[src/core/smh_defs.vh]
// Overview of operation
// - After raising request-to-send, wait the send delay, 0-255 ticks of 20 ms.
// - Message data leaves only while clear-to-send is high; modem raises it.
// - After the last character, hold request-to-send for the off delay, then drop.
// - After sending, wait for acknowledgment at most 0-65535 ticks of 20 ms.
// - With duplicate detection on, a repeated received message is discarded.
// - Reply timeout code n, 1 to 7, gives a 30n to 30n+30 second window.
// - No reply within the selected window sets the message error bit.
// - The reply timer starts when the program first requests the message.
// - Link acknowledgment restarts the reply timer from zero.
// - Retry an unacknowledged message up to 0-255 times, then declare undeliverable.
`ifndef SMH_DEFS_VH
`define SMH_DEFS_VH

// Timing
`define SMH_CLK_HZ 100000000
`define SMH_TICK_MS 20
`define SMH_TICK_CYCLES ((`SMH_CLK_HZ / 1000) * `SMH_TICK_MS)
`define SMH_WIN_S 30
`define SMH_WIN_TICKS ((`SMH_WIN_S * 1000) / `SMH_TICK_MS)

// Register offsets
`define SMH_CTRL_OFF 4'h0
`define SMH_SEND_DLY_OFF 4'h1
`define SMH_OFF_DLY_OFF 4'h2
`define SMH_ACK_TMO_OFF 4'h3
`define SMH_RETRY_OFF 4'h4
`define SMH_APP_SEL_OFF 4'h5
`define SMH_STATUS_OFF 4'h6
`define SMH_MASK_OFF 4'h7
`define SMH_STATE_OFF 4'h8
`define SMH_CMD_OFF 4'h9

// Fields
`define SMH_CTRL_DUP 0
`define SMH_CMD_START 0
`define SMH_NEV 5
`define SMH_EV_DONE 0
`define SMH_EV_ACKTO 1
`define SMH_EV_UNDEL 2
`define SMH_EV_APPERR 3
`define SMH_EV_DUP 4

// Reset values
`define SMH_CTRL_RST 1'b0
`define SMH_SEND_DLY_RST 8'h00
`define SMH_OFF_DLY_RST 8'h00
`define SMH_ACK_TMO_RST 16'h0032
`define SMH_RETRY_RST 8'h03
`define SMH_APP_SEL_RST 3'h1
`define SMH_MASK_RST 5'h00

`endif

[src/core/smh_core.v]
// The address map and the address-and-strobe port were chosen for this implementation.
`timescale 1ns/100ps
`include "smh_defs.vh"
module smh_core #(
   parameter TICK_CYCLES = `SMH_TICK_CYCLES,
   parameter WIN_TICKS = `SMH_WIN_TICKS
) (
   input wire clk,
   input wire rst_n,
   input wire [3:0] reg_addr,
   input wire [15:0] reg_wdata,
   input wire reg_wr,
   input wire reg_rd,
   output reg [15:0] reg_rdata,
   input wire cts_pin,
   output reg rts,
   input wire chr_valid,
   input wire [7:0] chr_data,
   input wire chr_last,
   output wire chr_ready,
   output wire line_valid,
   output reg [7:0] line_data,
   output reg line_last,
   input wire line_ready,
   output reg msg_start,
   input wire ack_seen,
   input wire reply_seen,
   input wire rx_valid,
   input wire [7:0] rx_id,
   output reg rx_pass,
   output reg msg_error,
   output wire irq
);
   // One-hot sequencer states
   localparam [4:0] ST_IDLE = 5'h01;
   localparam [4:0] ST_RTS_ON = 5'h02;
   localparam [4:0] ST_SEND = 5'h04;
   localparam [4:0] ST_RTS_OFF = 5'h08;
   localparam [4:0] ST_WAIT_ACK = 5'h10;

   // Address match
   function hit;
      input [3:0] addr;
      input [3:0] off;
      begin
         hit = (addr == off);
      end
   endfunction

   reg dup_en;
   reg [7:0] send_dly;
   reg [7:0] off_dly;
   reg [15:0] ack_tmo;
   reg [7:0] retry_lim;
   reg [2:0] app_sel;
   reg [`SMH_NEV-1:0] status;
   reg [`SMH_NEV-1:0] mask;
   reg [2:0] ev_seq;
   reg ev_app;
   reg ev_dup;
   wire [`SMH_NEV-1:0] ev;
   reg [4:0] state;
   reg [15:0] dly_cnt;
   reg [7:0] retry_cnt;
   reg line_full;
   reg app_run;
   reg [3:0] app_cnt;
   reg [7:0] last_id;
   reg last_ok;
   wire cts_s;
   wire tick;
   wire win_tick;
   wire start_req;
   wire [`SMH_NEV-1:0] w1c;
   wire line_take;
   wire chr_take;
   wire [3:0] app_lim;

   smh_sync u_cts_sync (
      .clk(clk),
      .rst_n(rst_n),
      .async_in(cts_pin),
      .sync_out(cts_s)
   );

   smh_tick #(
      .TICK_CYCLES(TICK_CYCLES),
      .WIN_TICKS(WIN_TICKS)
   ) u_tick (
      .clk(clk),
      .rst_n(rst_n),
      .tick(tick),
      .win_tick(win_tick)
   );

   assign start_req = reg_wr && hit(reg_addr, `SMH_CMD_OFF) &&
                      reg_wdata[`SMH_CMD_START];
   assign w1c = (reg_wr && hit(reg_addr, `SMH_STATUS_OFF)) ?
                reg_wdata[`SMH_NEV-1:0] : {`SMH_NEV{1'b0}};

   // Data leaves only in the send phase with clear-to-send high
   assign line_valid = line_full && cts_s && (state == ST_SEND);
   assign line_take = line_valid && line_ready;
   assign chr_ready = (state == ST_SEND) && cts_s &&
                      !(line_full && line_last) &&
                      (!line_full || line_ready);
   assign chr_take = chr_valid && chr_ready;

   // Configuration registers
   always @(posedge clk or negedge rst_n) begin
      if (!rst_n) begin
         dup_en <= `SMH_CTRL_RST;
         send_dly <= `SMH_SEND_DLY_RST;
         off_dly <= `SMH_OFF_DLY_RST;
         ack_tmo <= `SMH_ACK_TMO_RST;
         retry_lim <= `SMH_RETRY_RST;
         app_sel <= `SMH_APP_SEL_RST;
         mask <= `SMH_MASK_RST;
      end else if (reg_wr) begin
         if (hit(reg_addr, `SMH_CTRL_OFF)) begin
            dup_en <= reg_wdata[`SMH_CTRL_DUP];
         end
         if (hit(reg_addr, `SMH_SEND_DLY_OFF)) begin
            send_dly <= reg_wdata[7:0];
         end
         if (hit(reg_addr, `SMH_OFF_DLY_OFF)) begin
            off_dly <= reg_wdata[7:0];
         end
         if (hit(reg_addr, `SMH_ACK_TMO_OFF)) begin
            ack_tmo <= reg_wdata;
         end
         if (hit(reg_addr, `SMH_RETRY_OFF)) begin
            retry_lim <= reg_wdata[7:0];
         end
         if (hit(reg_addr, `SMH_APP_SEL_OFF)) begin
            app_sel <= reg_wdata[2:0];
         end
         if (hit(reg_addr, `SMH_MASK_OFF)) begin
            mask <= reg_wdata[`SMH_NEV-1:0];
         end
      end
   end

   // Sticky status, set wins over write-one clear
   genvar gi;
   generate
      for (gi = 0; gi < `SMH_NEV; gi = gi + 1) begin : g_status
         always @(posedge clk or negedge rst_n) begin
            if (!rst_n) begin
               status[gi] <= 1'b0;
            end else if (ev[gi]) begin
               status[gi] <= 1'b1;
            end else if (w1c[gi]) begin
               status[gi] <= 1'b0;
            end
         end
      end
   endgenerate

   // Event bits, one driver per process
   assign ev = {ev_dup, ev_app, ev_seq};
   assign irq = |(status & mask);

   // Transmit handshake sequencer
   always @(posedge clk or negedge rst_n) begin
      if (!rst_n) begin
         state <= ST_IDLE;
         rts <= 1'b0;
         dly_cnt <= 16'h0000;
         retry_cnt <= 8'h00;
         line_full <= 1'b0;
         line_data <= 8'h00;
         line_last <= 1'b0;
         msg_start <= 1'b0;
         ev_seq <= 3'h0;
      end else begin
         msg_start <= 1'b0;
         ev_seq <= 3'h0;
         case (state)
            ST_IDLE: begin
               if (start_req) begin
                  state <= ST_RTS_ON;
                  rts <= 1'b1;
                  dly_cnt <= {8'h00, send_dly};
                  retry_cnt <= 8'h00;
                  msg_start <= 1'b1;
               end
            end
            ST_RTS_ON: begin
               if (dly_cnt == 16'h0000) begin
                  state <= ST_SEND;
               end else if (tick) begin
                  dly_cnt <= dly_cnt - 16'h0001;
               end
            end
            ST_SEND: begin
               if (chr_take) begin
                  line_full <= 1'b1;
                  line_data <= chr_data;
                  line_last <= chr_last;
               end else if (line_take) begin
                  line_full <= 1'b0;
                  line_last <= 1'b0;
                  if (line_last) begin
                     state <= ST_RTS_OFF;
                     dly_cnt <= {8'h00, off_dly};
                  end
               end
            end
            ST_RTS_OFF: begin
               if (dly_cnt == 16'h0000) begin
                  rts <= 1'b0;
                  state <= ST_WAIT_ACK;
                  dly_cnt <= ack_tmo;
               end else if (tick) begin
                  dly_cnt <= dly_cnt - 16'h0001;
               end
            end
            ST_WAIT_ACK: begin
               if (ack_seen) begin
                  state <= ST_IDLE;
                  ev_seq[`SMH_EV_DONE] <= 1'b1;
               end else if (dly_cnt == 16'h0000) begin
                  if (retry_cnt < retry_lim) begin
                     retry_cnt <= retry_cnt + 8'h01;
                     ev_seq[`SMH_EV_ACKTO] <= 1'b1;
                     state <= ST_RTS_ON;
                     rts <= 1'b1;
                     dly_cnt <= {8'h00, send_dly};
                     msg_start <= 1'b1;
                  end else begin
                     ev_seq[`SMH_EV_UNDEL] <= 1'b1;
                     state <= ST_IDLE;
                  end
               end else if (tick) begin
                  dly_cnt <= dly_cnt - 16'h0001;
               end
            end
            default: begin
               state <= ST_IDLE;
               rts <= 1'b0;
               line_full <= 1'b0;
               line_last <= 1'b0;
            end
         endcase
      end
   end

   // Code 0 is treated as code 1; error after n+1 window ticks
   assign app_lim = (app_sel == 3'h0) ? 4'h2 :
                    ({1'b0, app_sel} + 4'h1);

   // Application reply timer
   always @(posedge clk or negedge rst_n) begin
      if (!rst_n) begin
         app_run <= 1'b0;
         app_cnt <= 4'h0;
         msg_error <= 1'b0;
         ev_app <= 1'b0;
      end else begin
         ev_app <= 1'b0;
         if (start_req && (state == ST_IDLE)) begin
            app_run <= 1'b1;
            app_cnt <= 4'h0;
            msg_error <= 1'b0;
         end else if (app_run && reply_seen) begin
            app_run <= 1'b0;
         end else if (app_run && ack_seen) begin
            app_cnt <= 4'h0;
         end else if (app_run && win_tick) begin
            if ((app_cnt + 4'h1) == app_lim) begin
               app_run <= 1'b0;
               msg_error <= 1'b1;
               ev_app <= 1'b1;
            end else begin
               app_cnt <= app_cnt + 4'h1;
            end
         end
      end
   end

   // Duplicate filter on received messages
   always @(posedge clk or negedge rst_n) begin
      if (!rst_n) begin
         last_id <= 8'h00;
         last_ok <= 1'b0;
         rx_pass <= 1'b0;
         ev_dup <= 1'b0;
      end else begin
         rx_pass <= 1'b0;
         ev_dup <= 1'b0;
         if (rx_valid) begin
            if (dup_en && last_ok && (rx_id == last_id)) begin
               ev_dup <= 1'b1;
            end else begin
               rx_pass <= 1'b1;
               last_id <= rx_id;
               last_ok <= 1'b1;
            end
         end
      end
   end

   // Register read, data one cycle after the strobe
   always @(posedge clk or negedge rst_n) begin
      if (!rst_n) begin
         reg_rdata <= 16'h0000;
      end else if (reg_rd) begin
         case (reg_addr)
            `SMH_CTRL_OFF: begin
               reg_rdata <= {15'h0000, dup_en};
            end
            `SMH_SEND_DLY_OFF: begin
               reg_rdata <= {8'h00, send_dly};
            end
            `SMH_OFF_DLY_OFF: begin
               reg_rdata <= {8'h00, off_dly};
            end
            `SMH_ACK_TMO_OFF: begin
               reg_rdata <= ack_tmo;
            end
            `SMH_RETRY_OFF: begin
               reg_rdata <= {8'h00, retry_lim};
            end
            `SMH_APP_SEL_OFF: begin
               reg_rdata <= {13'h0000, app_sel};
            end
            `SMH_STATUS_OFF: begin
               reg_rdata <= {11'h000, status};
            end
            `SMH_MASK_OFF: begin
               reg_rdata <= {11'h000, mask};
            end
            `SMH_STATE_OFF: begin
               reg_rdata <= {retry_cnt, app_run, cts_s, rts, state};
            end
            default: begin
               reg_rdata <= 16'h0000;
            end
         endcase
      end else begin
         reg_rdata <= 16'h0000;
      end
   end
endmodule // smh_core

[src/core/smh_sync.v]
`timescale 1ns/100ps
module smh_sync (
   input wire clk,
   input wire rst_n,
   input wire async_in,
   output reg sync_out
);
   reg stage1;

   always @(posedge clk or negedge rst_n) begin
      if (!rst_n) begin
         stage1 <= 1'b0;
         sync_out <= 1'b0;
      end else begin
         stage1 <= async_in;
         sync_out <= stage1;
      end
   end
endmodule // smh_sync

[src/core/smh_tick.v]
`timescale 1ns/100ps
module smh_tick #(
   parameter TICK_CYCLES = 2000000,
   parameter WIN_TICKS = 1500
) (
   input wire clk,
   input wire rst_n,
   output reg tick,
   output reg win_tick
);
   localparam integer TICK_L = TICK_CYCLES - 1;
   localparam integer WIN_L = WIN_TICKS - 1;
   localparam [23:0] TICK_LAST = TICK_L[23:0];
   localparam [15:0] WIN_LAST = WIN_L[15:0];
   reg [23:0] pre_cnt;
   reg [15:0] win_cnt;

   // Prescaler for the 20 ms tick and the 30 s window
   always @(posedge clk or negedge rst_n) begin
      if (!rst_n) begin
         pre_cnt <= 24'h000000;
         win_cnt <= 16'h0000;
         tick <= 1'b0;
         win_tick <= 1'b0;
      end else begin
         tick <= 1'b0;
         win_tick <= 1'b0;
         if (pre_cnt == TICK_LAST) begin
            pre_cnt <= 24'h000000;
            tick <= 1'b1;
            if (win_cnt == WIN_LAST) begin
               win_cnt <= 16'h0000;
               win_tick <= 1'b1;
            end else begin
               win_cnt <= win_cnt + 16'h0001;
            end
         end else begin
            pre_cnt <= pre_cnt + 24'h000001;
         end
      end
   end
endmodule // smh_tick

[config.mk]
export PLATFORM = sky130hd
export DESIGN_NAME = smh_core
export DESIGN_NICKNAME = d
export VERILOG_FILES = /design/src/core/smh_core.v /design/src/core/smh_sync.v /design/src/core/smh_tick.v
export VERILOG_INCLUDE_DIRS = /design/src /design/src/core
export SDC_FILE = /design/constraint.sdc
export NUM_CORES = 1
export LEC_CHECK = 0
export BUFFER_PORTS_ARGS = -buffer_cell sky130_fd_sc_hd__buf_2
export CAP_MARGIN = 15
export CORE_ASPECT_RATIO = 1.4
export CORE_MARGIN = 5
export CORE_UTILIZATION = 50
export CTS_CLUSTER_DIAMETER = 50
export DETAILED_ROUTE_END_ITERATION = 10
export PLACE_DENSITY = 0.69
export SLEW_MARGIN = 20
export SYNTH_ARGS = -nofsm -noshare
export SYNTH_HDL_FRONTEND = slang
export SYNTH_SLANG_ARGS = --single-unit
[constraint.sdc]
create_clock -name clk -period 2.9 [get_ports clk]
set_clock_uncertainty 0.2 [all_clocks]
set_input_delay 0.145 -clock clk [delete_from_list [all_inputs] [get_ports clk]]
set_output_delay 0.145 -clock clk [all_outputs]
set_load 0.005 [all_outputs]
==> impl_metrics.ini <==
[finish]
final_core_util_pct = 61.8
final_area_um2 = 10800
drive_gt1_share_pct = 23.6
diodes = 0
syn_to_final_growth_pct = 21.2
layout.nets = 1061
fillers = 1436
final_cells = 1249

[worst_hold_path]
hold_class = in -> reg
hold_end = reg_rdata[4]
whs_path_depth = 4
min_from = reg_addr[3]

[sta]
holdWs_ps = 35.2
setup_viol = 0
fin_crit_sh_pct = 95.0
fin_crit_ps = 2750
hold_viol_final = 0
fin_setup_tns_ps = 0
worst_pin_slew_ps = 728
slew_headroom_pct = 51.3
fmax_mhz = 363
slew_violations = 0
rsz0062_at_grt = false
timing.final.ws_setup_ps = 145

[critical_path]
rr_worst_depth = 8
worstSetupStartpointType = flip-flop
end_kind = flip-flop
required_ps = 3060
reg2reg_to = retry_cnt[6]
crit_arrival_ps = 2910
r2r_slack_ps = 150
reg2reg_from = retry_lim[1]
cp_max_fo = 8
worst-setup-path-type = reg -> reg

[route]
drtPass1Iterations = 6
avgRoutedWirePerCell_um = 18.0
vias_per_cell = 5.62
ant_nets = 0
num_vias = 7020
wl_mm = 22.5
drc = 0
dr.first_iter.drc_count = 548

[floorplanning]
die_w_um = 123
ios = 79
start_util_pct = 51.0
die_y_um = 168
core_area_um2 = 17400
dieArea_um2 = 20500
rows = 57

[global_route]
grt_pass1_wl_mm = 36.6
grt_pass1_vias = 7254
grt_use_total_pct = 22.9
grt_max_degree = 70
grt-ovfl-total = 0
antenna_found_initial = 0

[yosys]
synthArstFlopShare_pct = 100
ys_seq_elements = 176
avgSynthCellArea_um2 = 10.4
synth_cell_types = 72
synth-warning-count = 0
ys_top_cells_by_count = dfrtp_1 (169), nand2_1 (73), nor2_1 (70)
synth.top_cell.area_share_pct = 47.7
ys_top_cells_by_area = dfrtp_1 (48%), mux2_2 (8.4%), nand2_1 (3.1%)
synth_ff_type = dfrtp_1
syn_nets = 912
synth_area_um2 = 8870
synth_edf_count = 0
ys_seq_area_share_pct = 49.7
syn_inst = 851
synth_top_area_cell = dfrtp_1
synth_most_common_cell = dfrtp_1

[power]
p_leak_nw = 4.94
p_total_mw = 6.90
p_per_area_nw_per_um2 = 641
worst_ir_drop_vdd_v = 0.000425

[placed_design]
place_ws_ps = 105
place_inst = 1165
numPortBuffers = 78
post_dp_cell_area_um2 = 9680
dpl.hpwl_mm = 16.1
place_congestion = 0.922

[run_status]
status = finished, final reports clean

[clock_tree]
clk_latency_ps = 440
cts.clk_slew.worst_paths_ps = 70
htreeDepth = 4
cts_buffer_depth = 2
clockRootBuffer = clkbuf_16
cts_buffers = 17
cts_num_sinks = 176
post_cts_buffers = 0
cts_tree = yes

[job]
maxCapViolations = 0
[state kept, by name, indices dropped and copies added, names as in the netlist, 3 cells and up]
name,cells
ack_tmo,16
ev_seq,3
u_tick.win_cnt,16
dly_cnt,16
last_id,8
u_tick.pre_cnt,24
line_data,8
mask,5
send_dly,8
retry_cnt,8
reg_rdata,16
retry_lim,8
off_dly,8
state,5
app_sel,3
status,5
app_cnt,4
[report_power, final]
part / internal, mW / switching, mW
Combinational: 0.731 / 0.866
Sequential: 2.78 / 0.359
Clock: 1.16 / 1.01
Total: 4.67 / 2.23
[layout make-up]
cell class / instances / area [um2] / area share, %
well taps: 236 / 295 / 2.75
flip-flops and latches: 176 / 4410 / 41.0
clock inverters: 12 / 100 / 0.931
repair buffers: 161 / 1160 / 10.8
clock buffers: 20 / 457 / 4.25
multi-input cells: 617 / 4220 / 39.3
inverters: 27 / 101 / 0.942
[worst max path at each step]
stage | startpoint | to | slack, ps | cells past startpoint
2_1_floorplan | retry_lim[1] | retry_cnt[6] | 290 | 8
3_3_place_gp | retry_lim[1] | retry_cnt[6] | 170 | 8
3_5_place_dp | retry_lim[1] | retry_cnt[6] | 100 | 8
4_1_cts | retry_lim[1] | retry_cnt[6] | 90 | 8
5_1_grt | state[2] | line_last | 40 | 6
6_report | retry_lim[1] | retry_cnt[6] | 150 | 8
[worst max-delay path, stage by stage, from the launching register on]
cell,delay [ps]
dfstp_2,540
inv_1,50
ha_1,190
a211oi_1,210
o21ai_0,210
a2111oi_4,480
o211ai_4,150
or4_1,480
a21oi_1,170
[cells by family (layout without fill, tap and decap cells)]
kind of cell	Yosys count	count (layout)	synth area share (%)
compound gates	177	177	13.1
mux	75	75	9.67
xor+xnor	45	45	4.44
simple gates	306	306	18.4
buf+inv	58	220	2.66
fa+ha+maj	14	14	1.97
flops	176	176	49.7
[layer usage]
metal | routed length, um | vias to the layer above | track usage, %
met5 | 0 | - | 0
met4 | 1400 | 0 | 14.3
met3 | 768 | 73 | 4.66
met2 | 11500 | 167 | 39.3
met1 | 8850 | 3408 | 25.5
li1 | - | 3372 | -
[cells in the final DEF, fill, tap and decap left out, types with 4 or more instances in the layout]
| master | instances |
|---|---|
| a211oi_1 | 8 |
| a21o_1 | 8 |
| a21oi_1 | 42 |
| a221oi_1 | 6 |
| a22o_1 | 11 |
| a22oi_1 | 12 |
| a31oi_1 | 4 |
| and2_1 | 8 |
| and3_1 | 16 |
| buf_2 | 77 |
| buf_4 | 30 |
| clkbuf_16 | 17 |
| dfrtp_1 | 168 |
| dfstp_2 | 7 |
| dlygate4sd3_1 | 52 |
| ha_1 | 14 |
| inv_1 | 27 |
| inv_6 | 4 |
| mux2_2 | 66 |
| mux2i_1 | 7 |
| nand2_1 | 73 |
| nand2b_1 | 7 |
| nand3_1 | 29 |
| nand3b_1 | 4 |
| nand4_1 | 12 |
| nor2_1 | 70 |
| nor2b_1 | 11 |
| nor3_1 | 24 |
| nor3b_1 | 5 |
| nor4_1 | 7 |
| o21ai_0 | 36 |
| o21ai_1 | 23 |
| o31ai_1 | 7 |
| or3_1 | 8 |
| xnor2_1 | 24 |
| xor2_1 | 21 |
[what timing repair did]
item,in CTS,in global routing
resized for setup,0,1
setup endpoints to repair,0,2
hold buffers,52,0
endpoints found under the hold margin,153,0
Note: power is estimated with default switching activity, not from simulation.
